File: src/pfmr_pkg.sv
package pfmr_pkg;
   // ----------------------------------------------------------------
   // register offsets
   // ----------------------------------------------------------------
   localparam logic [7:0] ADDR_EVENT_LATCH1 = 8'h20;
   localparam logic [7:0] ADDR_EVENT_LATCH2 = 8'h21;
   localparam logic [7:0] ADDR_POWER_SENSE = 8'h22;
   localparam logic [7:0] ADDR_FAULT_SENSE = 8'h23;
   localparam logic [7:0] ADDR_POWER_CLOCK_MASK = 8'h24;
   localparam logic [7:0] ADDR_FAULT_MASK = 8'h25;
   localparam logic [7:0] ADDR_RESET_CONTROL = 8'h30;
   localparam logic [7:0] ADDR_PRODUCT_CODE = 8'h31;
   // ----------------------------------------------------------------
   // reset values
   // ----------------------------------------------------------------
   localparam logic [7:0] RST_MASK = 8'hff;
   localparam logic [7:0] RST_LATCH = 8'h00;
   localparam logic [1:0] RST_POLICY = 2'h0;
   localparam logic RST_DEFAULTS_FLAG = 1'b1;
   // ----------------------------------------------------------------
   // field positions
   // ----------------------------------------------------------------
   localparam int POS_MASK_SPARE = 5;
   localparam int POS_DEFAULTS_FLAG = 4;
   localparam int POS_FORCE_RELOAD = 7;
   localparam int POS_THERMAL_SHUTDOWN = 7;
   // ----------------------------------------------------------------
   // thermal recovery policy codes
   // ----------------------------------------------------------------
   localparam logic [1:0] POLICY_RELOAD_RESTART = 2'h0;
   localparam logic [1:0] POLICY_KEEP_RESTART = 2'h1;
   localparam logic [1:0] POLICY_STAY_OFF = 2'h2;
   // ----------------------------------------------------------------
   // identity and bus address
   // ----------------------------------------------------------------
   // arbitrary value, not a real product code
   localparam logic [7:0] PRODUCT_CODE = 8'h5a;
   // arbitrary default target address for the serial bus
   localparam logic [6:0] BUS_ADDRESS = 7'h10;
   // ----------------------------------------------------------------
   // serial engine states
   // ----------------------------------------------------------------
   typedef enum logic [2:0] {
      ST_IDLE, ST_ADDR, ST_ADDR_ACK, ST_WRITE, ST_WRITE_ACK, ST_READ,
      ST_READ_ACK
   } pfmr_state_type;
endpackage

File: src/pfmr_regs.sv
`timescale 1ns/1ps
// Functional notes
// fault sense bits 0-4: live overcurrent flags
// fault sense bit 5: input undervoltage live
// fault sense bit 6: thermal warning live
// fault sense bit 7: thermal shutdown live
// mask bit 0 enables, 1 blocks source
// mask1 bits 0-4 power good, bit5 reads 1
// mask1 bit6 clock detect, bit7 clock select
// mask2 holds overcurrent, undervoltage, thermal masks
// policy 00: reload defaults, then restart
// policy 01: restart keeping register values
// policy 10 stays off; 11 undefined
// defaults flag set on reload, host clears
// force reload bit restores all defaults
// fixed read-only product code register
// events latch per source, cleared by read
// power sense reports live power good
// interrupt while unmasked latched event pending
// read-only registers ignore writes, spares fixed
module pfmr_regs
(
   // clock and reset
   input wire logic clock,
   input wire logic rst_n,
   // serial bus pins
   input wire logic scl_in,
   input wire logic sda_in,
   output logic sda_out,
   output logic sda_oe,
   // live analog indications, asynchronous
   input wire logic [4:0] power_good_live,
   input wire logic ext_clock_ok_live,
   input wire logic clock_select_live,
   input wire logic [4:0] overcurrent_live,
   input wire logic input_undervoltage_live,
   input wire logic thermal_warning_live,
   input wire logic thermal_shutdown_live,
   // system outputs
   output logic irq,
   output logic powerup_start,
   output logic defaults_reload,
   output logic rearm_blocked
);
   // ----------------------------------------------------------------
   // input synchronisers
   // ----------------------------------------------------------------
   logic [7:0] power_meta, power_sense, power_prev;
   logic [7:0] fault_meta, fault_sense_live, fault_prev;
   logic scl_meta, scl_s, scl_d, sda_meta, sda_s, sda_d;
   // spare bit 5 of the power sense stays 0
   always_ff @(posedge clock or negedge rst_n)
   begin
      if (!rst_n)
      begin
         power_meta <= 8'h00;
         power_sense <= 8'h00;
         power_prev <= 8'h00;
         fault_meta <= 8'h00;
         fault_sense_live <= 8'h00;
         fault_prev <= 8'h00;
         scl_meta <= 1'b1;
         scl_s <= 1'b1;
         scl_d <= 1'b1;
         sda_meta <= 1'b1;
         sda_s <= 1'b1;
         sda_d <= 1'b1;
      end
      else
      begin
         power_meta <= {clock_select_live, ext_clock_ok_live, 1'b0,
                        power_good_live};
         power_sense <= power_meta;
         power_prev <= power_sense;
         fault_meta <= {thermal_shutdown_live, thermal_warning_live,
                        input_undervoltage_live, overcurrent_live};
         fault_sense_live <= fault_meta;
         fault_prev <= fault_sense_live;
         scl_meta <= scl_in;
         scl_s <= scl_meta;
         scl_d <= scl_s;
         sda_meta <= sda_in;
         sda_s <= sda_meta;
         sda_d <= sda_s;
      end
   end

   // ----------------------------------------------------------------
   // serial bus engine
   // ----------------------------------------------------------------
   pfmr_pkg::pfmr_state_type state;
   logic [7:0] shift, tx, ptr;
   logic [3:0] bit_cnt;
   logic rnw, first, nack;
   logic scl_rise, scl_fall, bus_start, bus_stop, load_now, wr_now;
   logic [7:0] rd_value;
   // start and stop are sda edges while scl is high
   assign scl_rise = scl_s & ~scl_d;
   assign scl_fall = ~scl_s & scl_d;
   assign bus_start = scl_s & scl_d & sda_d & ~sda_s;
   assign bus_stop = scl_s & scl_d & ~sda_d & sda_s;
   // a read byte is fetched, and its side effects fire, on this edge
   assign load_now = scl_fall & ~bus_start & ~bus_stop &
                     ((state == pfmr_pkg::ST_ADDR_ACK && rnw) ||
                      (state == pfmr_pkg::ST_READ_ACK && !nack));
   assign wr_now = scl_fall && state == pfmr_pkg::ST_WRITE &&
                   bit_cnt == 4'h8 && !first;
   assign rd_value = reg_value(ptr);

   // byte framing; pointer auto-increments after every data byte
   always_ff @(posedge clock or negedge rst_n)
   begin
      if (!rst_n)
      begin
         state <= pfmr_pkg::ST_IDLE;
         shift <= 8'h00;
         tx <= 8'h00;
         ptr <= 8'h00;
         bit_cnt <= 4'h0;
         rnw <= 1'b0;
         first <= 1'b0;
         nack <= 1'b0;
         sda_oe <= 1'b0;
      end
      else if (bus_start)
      begin
         state <= pfmr_pkg::ST_ADDR;
         bit_cnt <= 4'h0;
         first <= 1'b1;
         sda_oe <= 1'b0;
      end
      else if (bus_stop)
      begin
         state <= pfmr_pkg::ST_IDLE;
         sda_oe <= 1'b0;
      end
      else if (load_now)
      begin
         state <= pfmr_pkg::ST_READ;
         tx <= rd_value;
         sda_oe <= ~rd_value[7];
         bit_cnt <= 4'h1;
         ptr <= ptr + 8'h01;
      end
      else
      begin
         case (state)
            pfmr_pkg::ST_ADDR, pfmr_pkg::ST_WRITE:
            begin
               if (scl_rise)
               begin
                  shift <= {shift[6:0], sda_s};
                  bit_cnt <= bit_cnt + 4'h1;
               end
               else if (scl_fall && bit_cnt == 4'h8)
               begin
                  bit_cnt <= 4'h0;
                  if (state == pfmr_pkg::ST_WRITE)
                  begin
                     state <= pfmr_pkg::ST_WRITE_ACK;
                     sda_oe <= 1'b1;
                     first <= 1'b0;
                     ptr <= first ? shift : ptr + 8'h01;
                  end
                  else if (shift[7:1] == pfmr_pkg::BUS_ADDRESS)
                  begin
                     state <= pfmr_pkg::ST_ADDR_ACK;
                     rnw <= shift[0];
                     sda_oe <= 1'b1;
                  end
                  else
                     state <= pfmr_pkg::ST_IDLE;
               end
            end
            pfmr_pkg::ST_ADDR_ACK, pfmr_pkg::ST_WRITE_ACK:
            begin
               if (scl_fall)
               begin
                  state <= pfmr_pkg::ST_WRITE;
                  sda_oe <= 1'b0;
               end
            end
            pfmr_pkg::ST_READ:
            begin
               if (scl_fall && bit_cnt == 4'h8)
               begin
                  state <= pfmr_pkg::ST_READ_ACK;
                  sda_oe <= 1'b0;
               end
               else if (scl_fall)
               begin
                  tx <= {tx[6:0], 1'b0};
                  sda_oe <= ~tx[6];
                  bit_cnt <= bit_cnt + 4'h1;
               end
            end
            pfmr_pkg::ST_READ_ACK:
            begin
               if (scl_rise)
                  nack <= sda_s;
               else if (scl_fall)
                  state <= pfmr_pkg::ST_IDLE;
            end
            default:
               state <= pfmr_pkg::ST_IDLE;
         endcase
      end
   end

   // pin is open drain: only ever pulled low
   always_ff @(posedge clock or negedge rst_n)
   begin
      if (!rst_n)
         sda_out <= 1'b0;
      else
         sda_out <= 1'b0;
   end

   // ----------------------------------------------------------------
   // register file
   // ----------------------------------------------------------------
   logic [7:0] power_clock_irq_mask, fault_irq_mask;
   logic [7:0] power_clock_latched, fault_latched;
   logic [1:0] thermal_recovery_policy;
   logic defaults_loaded_flag, soft_reload, force_write, thermal_exit;
   logic [7:0] power_event, fault_event, pending_lo, pending_hi;

   // unmapped offsets read as zero; spare bits forced
   function automatic logic [7:0] reg_value(input logic [7:0] a);
      case (a)
         pfmr_pkg::ADDR_EVENT_LATCH1: reg_value = power_clock_latched;
         pfmr_pkg::ADDR_EVENT_LATCH2: reg_value = fault_latched;
         pfmr_pkg::ADDR_POWER_SENSE: reg_value = power_sense;
         pfmr_pkg::ADDR_FAULT_SENSE: reg_value = fault_sense_live;
         pfmr_pkg::ADDR_POWER_CLOCK_MASK: reg_value = power_clock_irq_mask;
         pfmr_pkg::ADDR_FAULT_MASK: reg_value = fault_irq_mask;
         pfmr_pkg::ADDR_RESET_CONTROL:
            reg_value = {3'h0, defaults_loaded_flag, 2'h0,
                         thermal_recovery_policy};
         pfmr_pkg::ADDR_PRODUCT_CODE:
            reg_value = pfmr_pkg::PRODUCT_CODE;
         default: reg_value = 8'h00;
      endcase
   endfunction

   // power good and clock sources flag either edge, faults only onset
   assign power_event = (power_sense ^ power_prev) & 8'hdf;
   assign fault_event = fault_sense_live & ~fault_prev;
   assign force_write = wr_now && ptr == pfmr_pkg::ADDR_RESET_CONTROL &&
                        shift[pfmr_pkg::POS_FORCE_RELOAD];
   assign thermal_exit =
      fault_prev[pfmr_pkg::POS_THERMAL_SHUTDOWN] &
      ~fault_sense_live[pfmr_pkg::POS_THERMAL_SHUTDOWN];
   assign soft_reload = force_write || (thermal_exit &&
      thermal_recovery_policy == pfmr_pkg::POLICY_RELOAD_RESTART);
   assign pending_lo = power_clock_latched & ~power_clock_irq_mask;
   assign pending_hi = fault_latched & ~fault_irq_mask;

   // writable registers; sense and product code take no write
   always_ff @(posedge clock or negedge rst_n)
   begin
      if (!rst_n)
      begin
         power_clock_irq_mask <= pfmr_pkg::RST_MASK;
         fault_irq_mask <= pfmr_pkg::RST_MASK;
         thermal_recovery_policy <= pfmr_pkg::RST_POLICY;
         defaults_loaded_flag <= pfmr_pkg::RST_DEFAULTS_FLAG;
      end
      else if (soft_reload)
      begin
         power_clock_irq_mask <= pfmr_pkg::RST_MASK;
         fault_irq_mask <= pfmr_pkg::RST_MASK;
         thermal_recovery_policy <= pfmr_pkg::RST_POLICY;
         defaults_loaded_flag <= pfmr_pkg::RST_DEFAULTS_FLAG;
      end
      else if (wr_now)
      begin
         case (ptr)
            pfmr_pkg::ADDR_POWER_CLOCK_MASK:
               power_clock_irq_mask <= shift | 8'h20;
            pfmr_pkg::ADDR_FAULT_MASK:
               fault_irq_mask <= shift;
            pfmr_pkg::ADDR_RESET_CONTROL:
            begin
               thermal_recovery_policy <= shift[1:0];
               defaults_loaded_flag <= shift[pfmr_pkg::POS_DEFAULTS_FLAG];
            end
            default:
               ;
         endcase
      end
   end

   // event latches: a new event beats a read clear in the same cycle
   always_ff @(posedge clock or negedge rst_n)
   begin
      if (!rst_n)
      begin
         power_clock_latched <= pfmr_pkg::RST_LATCH;
         fault_latched <= pfmr_pkg::RST_LATCH;
      end
      else
      begin
         power_clock_latched <= (soft_reload ||
            (load_now && ptr == pfmr_pkg::ADDR_EVENT_LATCH1) ?
            8'h00 : power_clock_latched) | power_event;
         fault_latched <= (soft_reload ||
            (load_now && ptr == pfmr_pkg::ADDR_EVENT_LATCH2) ?
            8'h00 : fault_latched) | fault_event;
      end
   end

   // ----------------------------------------------------------------
   // interrupt and thermal recovery
   // ----------------------------------------------------------------
   // code 11 has no function, so it is held off like 10 for safety
   always_ff @(posedge clock or negedge rst_n)
   begin
      if (!rst_n)
      begin
         irq <= 1'b0;
         powerup_start <= 1'b0;
         defaults_reload <= 1'b0;
         rearm_blocked <= 1'b0;
      end
      else
      begin
         irq <= |{pending_lo, pending_hi};
         defaults_reload <= soft_reload;
         powerup_start <= thermal_exit &&
            !thermal_recovery_policy[1];
         if (thermal_exit && thermal_recovery_policy[1])
            rearm_blocked <= 1'b1;
      end
   end
endmodule

File: config.mk
export PLATFORM = sky130hd
export DESIGN_NAME = pfmr_regs
export DESIGN_NICKNAME = d
export VERILOG_FILES = /design/src/pfmr_pkg.sv /design/src/pfmr_regs.sv
export SDC_FILE = /design/constraint.sdc
export NUM_CORES = 1
export LEC_CHECK = 0
export ABC_AREA = 1
export BUFFER_PORTS_ARGS = -buffer_cell sky130_fd_sc_hd__buf_2
export CAP_MARGIN = 20
export CORE_MARGIN = 4
export CORE_UTILIZATION = 55
export DETAILED_ROUTE_END_ITERATION = 10
export PLACE_DENSITY_LB_ADDON = 0.3
export SLEW_MARGIN = 30
export SYNTH_ARGS = -nofsm -noshare
export SYNTH_HDL_FRONTEND = slang
export SYNTH_SLANG_ARGS = --single-unit
File: constraint.sdc
create_clock -name clock -period 1.9 [get_ports clock]
set_input_delay 0.19 -clock clock [delete_from_list [all_inputs] [get_ports clock]]
set_output_delay 0.19 -clock clock [all_outputs]
set_load 0.05 [all_outputs]
== Word-level counts from Yosys, hierarchy flattened ==
Cells that the tools add are included.

* Bitwise gates (word level): 32
* Equal/unequal tests: 32
* Reductions and logical operators: 50
* Mux-type cells: 63
* Add/sub/neg operators: 2

{| class="wikitable"
|+ Operators by type and width
! operator !! count
|-
| 8-bit 2-to-1 mux || 14
|-
| 8-bit by 6-bit == test with 1-bit output, second input constant || 8
|-
| 8-bit case mux with 8 select lines || 1
|-
| 5-bit inequality test, second input constant || 7
|-
| 3-bit 2-to-1 mux || 10
|-
| 4-bit 2-to-1 mux || 7
|-
| 7-bit 2-to-1 mux || 4
|-
| 8-bit AND || 3
|-
| 8-bit NOT || 3
|-
| 6-bit AND reduction || 4
|-
| 2-bit nonzero test || 12
|-
| 1-bit 2-to-1 mux || 20
|-
| 5-bit AND reduction || 4
|-
| 8-bit bitwise OR || 2
|-
| 16-bit OR reduction || 1
|-
| 1-bit logical AND || 13
|-
| 6-bit inequality test, second input constant || 2
|-
| 1-bit NOT || 12
|-
| 3-bit case mux with 4 select lines || 1
|-
| 1-bit AND || 11
|-
| 3-bit == test, second input constant || 3
|-
| 8-bit by 1-bit adder with 8-bit output, second input constant || 1
|-
| 2-bit 2-to-1 mux || 4
|-
| 4-bit inequality test, second input constant || 2
|-
| 18 further kinds || 30
|}

* Output and inout bits: 6
* Logic and storage cells: 210
* Register bits: 124
* Bits of input ports: 19

== Longest topological paths before layout ==
* Depth after elaboration: 11
* Depth in mapped cells: 13

== Least setup slack after synthesis ==
OpenSTA, ideal clock, no wires.

* Path kind: reg2reg
* Start: register bit_cnt[0]
* End: register power_clock_latched[6]
* Setup slack: 0.235 ns
* Data arrival time: 1.541 ns
* Cell stages (with the launch flop): 13
* Path buffers: 1
* Data required time: 1.776 ns
* Setup time: 0.124 ns
* Cell sequence: dfrtp_1 > inv_1 > ha_1 > nand3_1 > nor2_2 > nand2_2 > nor2_4 > nand2_2 > nand2_4 > nand2_4 > buf_6 > o21ai_4 > o21ai_1

* Longest elaborated chain between the ends: 9

{| class="wikitable"
|+ Ends and longest elaborated chain
! what !! RTL line !! source
|-
| start, declared || pfmr_regs.sv:93 || <nowiki>logic [3:0] bit_cnt;</nowiki>
|-
| start signal, assigned || pfmr_regs.sv:153 || <nowiki>bit_cnt <= bit_cnt + 4'h1;</nowiki>
|-
| start signal, assigned || pfmr_regs.sv:194 || <nowiki>bit_cnt <= bit_cnt + 4'h1;</nowiki>
|-
| 4-bit == test || pfmr_regs.sv:107 || <nowiki>bit_cnt == 4'h8 && !first;</nowiki>
|-
| 1-bit logical AND || pfmr_regs.sv:106 || <nowiki>assign wr_now = scl_fall && state == pfmr_pkg::ST_WRITE &&</nowiki>
|-
| 1-bit logical AND || pfmr_regs.sv:107 ||
|-
| 1-bit logical AND (2 in series) || pfmr_regs.sv:249 || <nowiki>assign force_write = wr_now && ptr == pfmr_pkg::ADDR_RESET_CONTROL &&</nowiki>
|-
| 1-bit logical OR || pfmr_regs.sv:254 || <nowiki>assign soft_reload = force_write || (thermal_exit &&</nowiki>
|-
| 1-bit logical OR || pfmr_regs.sv:304 || <nowiki>power_clock_latched <= (soft_reload ||</nowiki>
|-
| 8-bit 2-to-1 mux || pfmr_regs.sv:305 || <nowiki>(load_now && ptr == pfmr_pkg::ADDR_EVENT_LATCH1) ?</nowiki>
|-
| 8-bit bitwise OR || pfmr_regs.sv:306 || <nowiki>8'h00 : power_clock_latched) | power_event;</nowiki>
|-
| end signal, assigned || pfmr_regs.sv:299 || <nowiki>power_clock_latched <= pfmr_pkg::RST_LATCH;</nowiki>
|-
| end signal, assigned || pfmr_regs.sv:304 ||
|-
| end, declared || pfmr_regs.sv:223 || <nowiki>logic [7:0] power_clock_latched, fault_latched;</nowiki>
|}

No other way between the ends.
A chain may end at the register's enable or synchronous reset.

== Worst setup path after layout ==
* Start: register bit_cnt[1]
* End: register fault_irq_mask[7]

* Longest elaborated chain between the ends: 8

{| class="wikitable"
|+ Ends and longest elaborated chain
! what !! RTL line !! source
|-
| 4-bit == test (*) || pfmr_regs.sv:107 ||
|-
| 1-bit logical AND (*) || pfmr_regs.sv:106 ||
|-
| 1-bit logical AND (*) || pfmr_regs.sv:107 ||
|-
| 1-bit logical AND (2 in series) || pfmr_regs.sv:249 ||
|-
| 1-bit logical OR || pfmr_regs.sv:254 ||
|-
| 2-bit nonzero test (no line) || -- ||
|-
| 2-bit AND reduction (no line) || -- ||
|-
| end signal, assigned || pfmr_regs.sv:265 || <nowiki>fault_irq_mask <= pfmr_pkg::RST_MASK;</nowiki>
|-
| end signal, assigned || pfmr_regs.sv:272 || <nowiki>fault_irq_mask <= pfmr_pkg::RST_MASK;</nowiki>
|-
| end signal, assigned || pfmr_regs.sv:282 || <nowiki>fault_irq_mask <= shift;</nowiki>
|-
| end, declared || pfmr_regs.sv:222 || <nowiki>logic [7:0] power_clock_irq_mask, fault_irq_mask;</nowiki>
|}

Mark *: on every way between the ends. The rest lies on a longest branch, timed or not.

==> qor.csv <==
stage,metric,value,unit
layout,num_antenna_cells,0,
floorplan,die-height,108,um
worst_setup_path,reg2reg_slack,0.005,ns
layout,multiInputGateArea,2130,um^2
synth,syn_inst,623,
placement,gp_congestion,0.951,
cts,cts_htree_levels,4,
run_status,status,"finished, final reports clean",
timing,rsz0062_at_grt,true,
timing,setup_viol,0,
synth,synth_area_leaders,"dfrtp_1, dfstp_2, nand2_1, inv_1, nor2_1",
drt,wire_per_inst,15.7,um
layout,instances_no_fill,865,
layout,regArea,3080,um^2
worst_setup_path,r2r_cells,10,
cts,numClockSinks,122,
timing,hold_viol_final,0,
worst_setup_path,worst_ep_required_time,2.36,ns
placement,place_area,5920,um^2
drt,first_iter_violations,433,
power_and_ir_drop,powerDensity,1280,nW/um^2
synth,synth_enable_flop_cells,0,
timing,finClkSkew,0.00918,ns
layout,areaGrowthSynthToFinish,27.8,%
synth,synth_nets,648,
power_and_ir_drop,peakVddDrop,0.000871,V
floorplan,die_area,11600,um^2
drt,wl,13.6,mm
synth,synth_area,5460,um^2
cts,cts-root-buf,clkbuf_8,
synth,synth_common_cells,"nand2_1, dfrtp_1, inv_1",
placement,dpl_worst_slack,-0.0592,ns
synth,yosysWarnings,0,
global_routing,use_met2,0.392,
synth,yosysTopAreaCell,dfrtp_1,
floorplan,num_rows,36,
drt,dr.pass1.iters,5,
global_routing,grt_max_degree,44,
synth,syn_area_per_cell,8.76,um^2
synth,synth_top_flop_cell,dfrtp_1,
timing,fmax,0.528,GHz
global_routing,busiest_layer,met2,
worst_setup_path,cp-end-kind,flip-flop,
worst_setup_path,startpoint,bit_cnt[1],
drt,dr_total_vias,4591,
cts,cts_buffers,17,
floorplan,initial_core_util,0.561,
worst_setup_path,arrival,2.36,ns
hold_path,timing.hold.worst.class,in -> async,
timing,timing.hold.ws,0.193,ns
global_routing,met3_usage,0.0660,
synth,yosysTopAreaCellShare,0.459,
worst_setup_path,critPathLaunchType,flip-flop,
layout,final_area,6970,um^2
drt,viasPerCell,5.31,
layout,final_util,0.717,
global_routing,antenna_found_initial,0,
synth,async_reset_ff_frac,1.00,
floorplan,die_w,108,um
timing,worst_slack,0.00549,ns
floorplan,io_pins,25,
cts,tritoncts,yes,
timing,timing.final.crit_share,0.997,
timing,setup-tns-final,0,ns
timing,max_slew_margin,0.654,
timing,maxSlewViolCount,0,
synth,yosysMostFrequentCell,nand2_1,
cts,clkTransAtPathRegs,0.06,ns
synth,ys_types,36,
timing,worstMarginPinSlew,0.518,ns
global_routing,grt_overflow_total,0,
global_routing,track_usage,0.250,
synth,ys_ff_latch,122,
floorplan,core,9730,um^2
drt,ant_nets,0,
placement,dp_cells,799,
worst_setup_path,worstReg2RegEnd,fault_irq_mask[7],
global_routing,grt_use_met1,0.331,
global_routing,grt_pass1_wl,22.1,mm
worst_setup_path,r2r-start,bit_cnt[1],
layout,num-fill-cells,721,
worst_setup_path,critPathMaxFanout,4,
cts,insertion_delay,0.53,ns
synth,ys_seq_area_frac,0.565,
power_and_ir_drop,p_leak,3.45,nW
global_routing,grt_pass1_vias,4593,
drt,drc_errors,0,
layout,drive_gt1_frac,0.242,
placement,numPortBuffers,23,
power_and_ir_drop,power,8.95,mW
timing,final.min_clock_period,1.89,ns
placement,hpwl,9.10,mm
layout,nNetsFinal,744,
job,maxCapViolCount,0,
worst_setup_path,critPathKind,reg -> reg,
cts,clockBufferDepth,2,
==> per-layer routing <==
metal | wire length (um) | share of wire | vias to the layer above
li1 | - | - | 2199
met1 | 5850 | 0.43 | 2195
met2 | 6610 | 0.49 | 162
met3 | 779 | 0.057 | 35
met4 | 346 | 0.025 | 0
met5 | 0 | 0 | -
==> power breakdown <==
group / total (mW) / internal (mW) / switching (mW)
Sequential: 3.54 / 3.16 / 0.376
Combinational: 2.23 / 0.808 / 1.42
Clock: 3.18 / 1.93 / 1.25
Total: 8.95 / 5.90 / 3.05
==> layout make-up <==
type	count	area share
multi-input combinational	403	0.305
clock buffer	18	0.0614
timing repair buffer	86	0.0971
inverter	89	0.0479
clock inverter	14	0.0230
sequential	122	0.442
tap	133	0.0239
==> state kept, by name, indices dropped and copies added, names as in the netlist, 2 cells and up <==
| signal | flops |
|---|---|
| bit_cnt | 4 |
| fault_irq_mask | 8 |
| fault_latched | 8 |
| fault_meta | 8 |
| fault_prev | 8 |
| fault_sense_live | 8 |
| power_clock_irq_mask | 7 |
| power_clock_latched | 7 |
| power_meta | 7 |
| power_prev | 7 |
| power_sense | 7 |
| ptr | 8 |
| shift | 8 |
| state | 3 |
| thermal_recovery_policy | 2 |
| tx | 7 |
==> critical path: stages, from the launching register on <==
cell and delay, ns:
dfrtp_1 0.42, inv_2 0.08, ha_4 0.14, nand3_4 0.07
nor2_4 0.15, nand2_4 0.08, nor2_4 0.16, nand3_1 0.29
buf_4 0.25, nor2_1 0.11, nor2_1 0.07
==> cells by family after synthesis <==
family / Yosys count / synth area share
simple gates: 268 / 0.209
flops: 122 / 0.565
other cells: 1 / 0.000687
compound gates: 116 / 0.120
buf+inv: 99 / 0.0743
xor+xnor: 11 / 0.0177
fa+ha+maj: 6 / 0.0138
==> cell usage in the layout, fill, tap and decap left out, types with 3 or more instances in the layout <==
master,instances
nor3_1,5
dlygate4sd3_1,18
nor2_1,56
nor2_2,5
ha_1,4
buf_4,42
inv_6,5
nand2_1,136
o211ai_1,5
dfrtp_1,99
dfstp_2,22
o21bai_1,4
nand3_1,38
o21ai_1,29
xor2_1,3
o22ai_1,13
a21oi_1,17
nand2_2,8
o21ai_0,36
buf_12,3
clkinvlp_4,3
nand2_4,5
nand2_8,3
clkbuf_16,16
nand4_1,4
inv_1,73
nor2_4,5
o21ai_2,3
buf_2,22
xnor2_1,8
inv_2,16
==> how the worst max path moves through the flow <==
stage	depth (start not counted)	slack, ns	to
after floorplan	12	0.24	power_clock_latched[6]
after global placement	12	0.07	power_clock_irq_mask[1]
after detailed placement	12	-0.06	power_clock_irq_mask[6]
after CTS	12	-0.03	fault_irq_mask[0]
after global routing	13	-0.09	fault_irq_mask[7]
final	10	0.005	fault_irq_mask[7]
==> timing repair <==
action | 4_1_cts | 5_1_grt
hold buffers | 18 | 0
buffers inserted | 0 | 15
setup endpoints to repair | 15 | 48
pin swaps | 0 | 11
gates resized for setup | 2 | 37
hold endpoints to repair | 53 | 0
cloned | 0 | 1
Note: power is estimated with default switching activity, not from simulation.
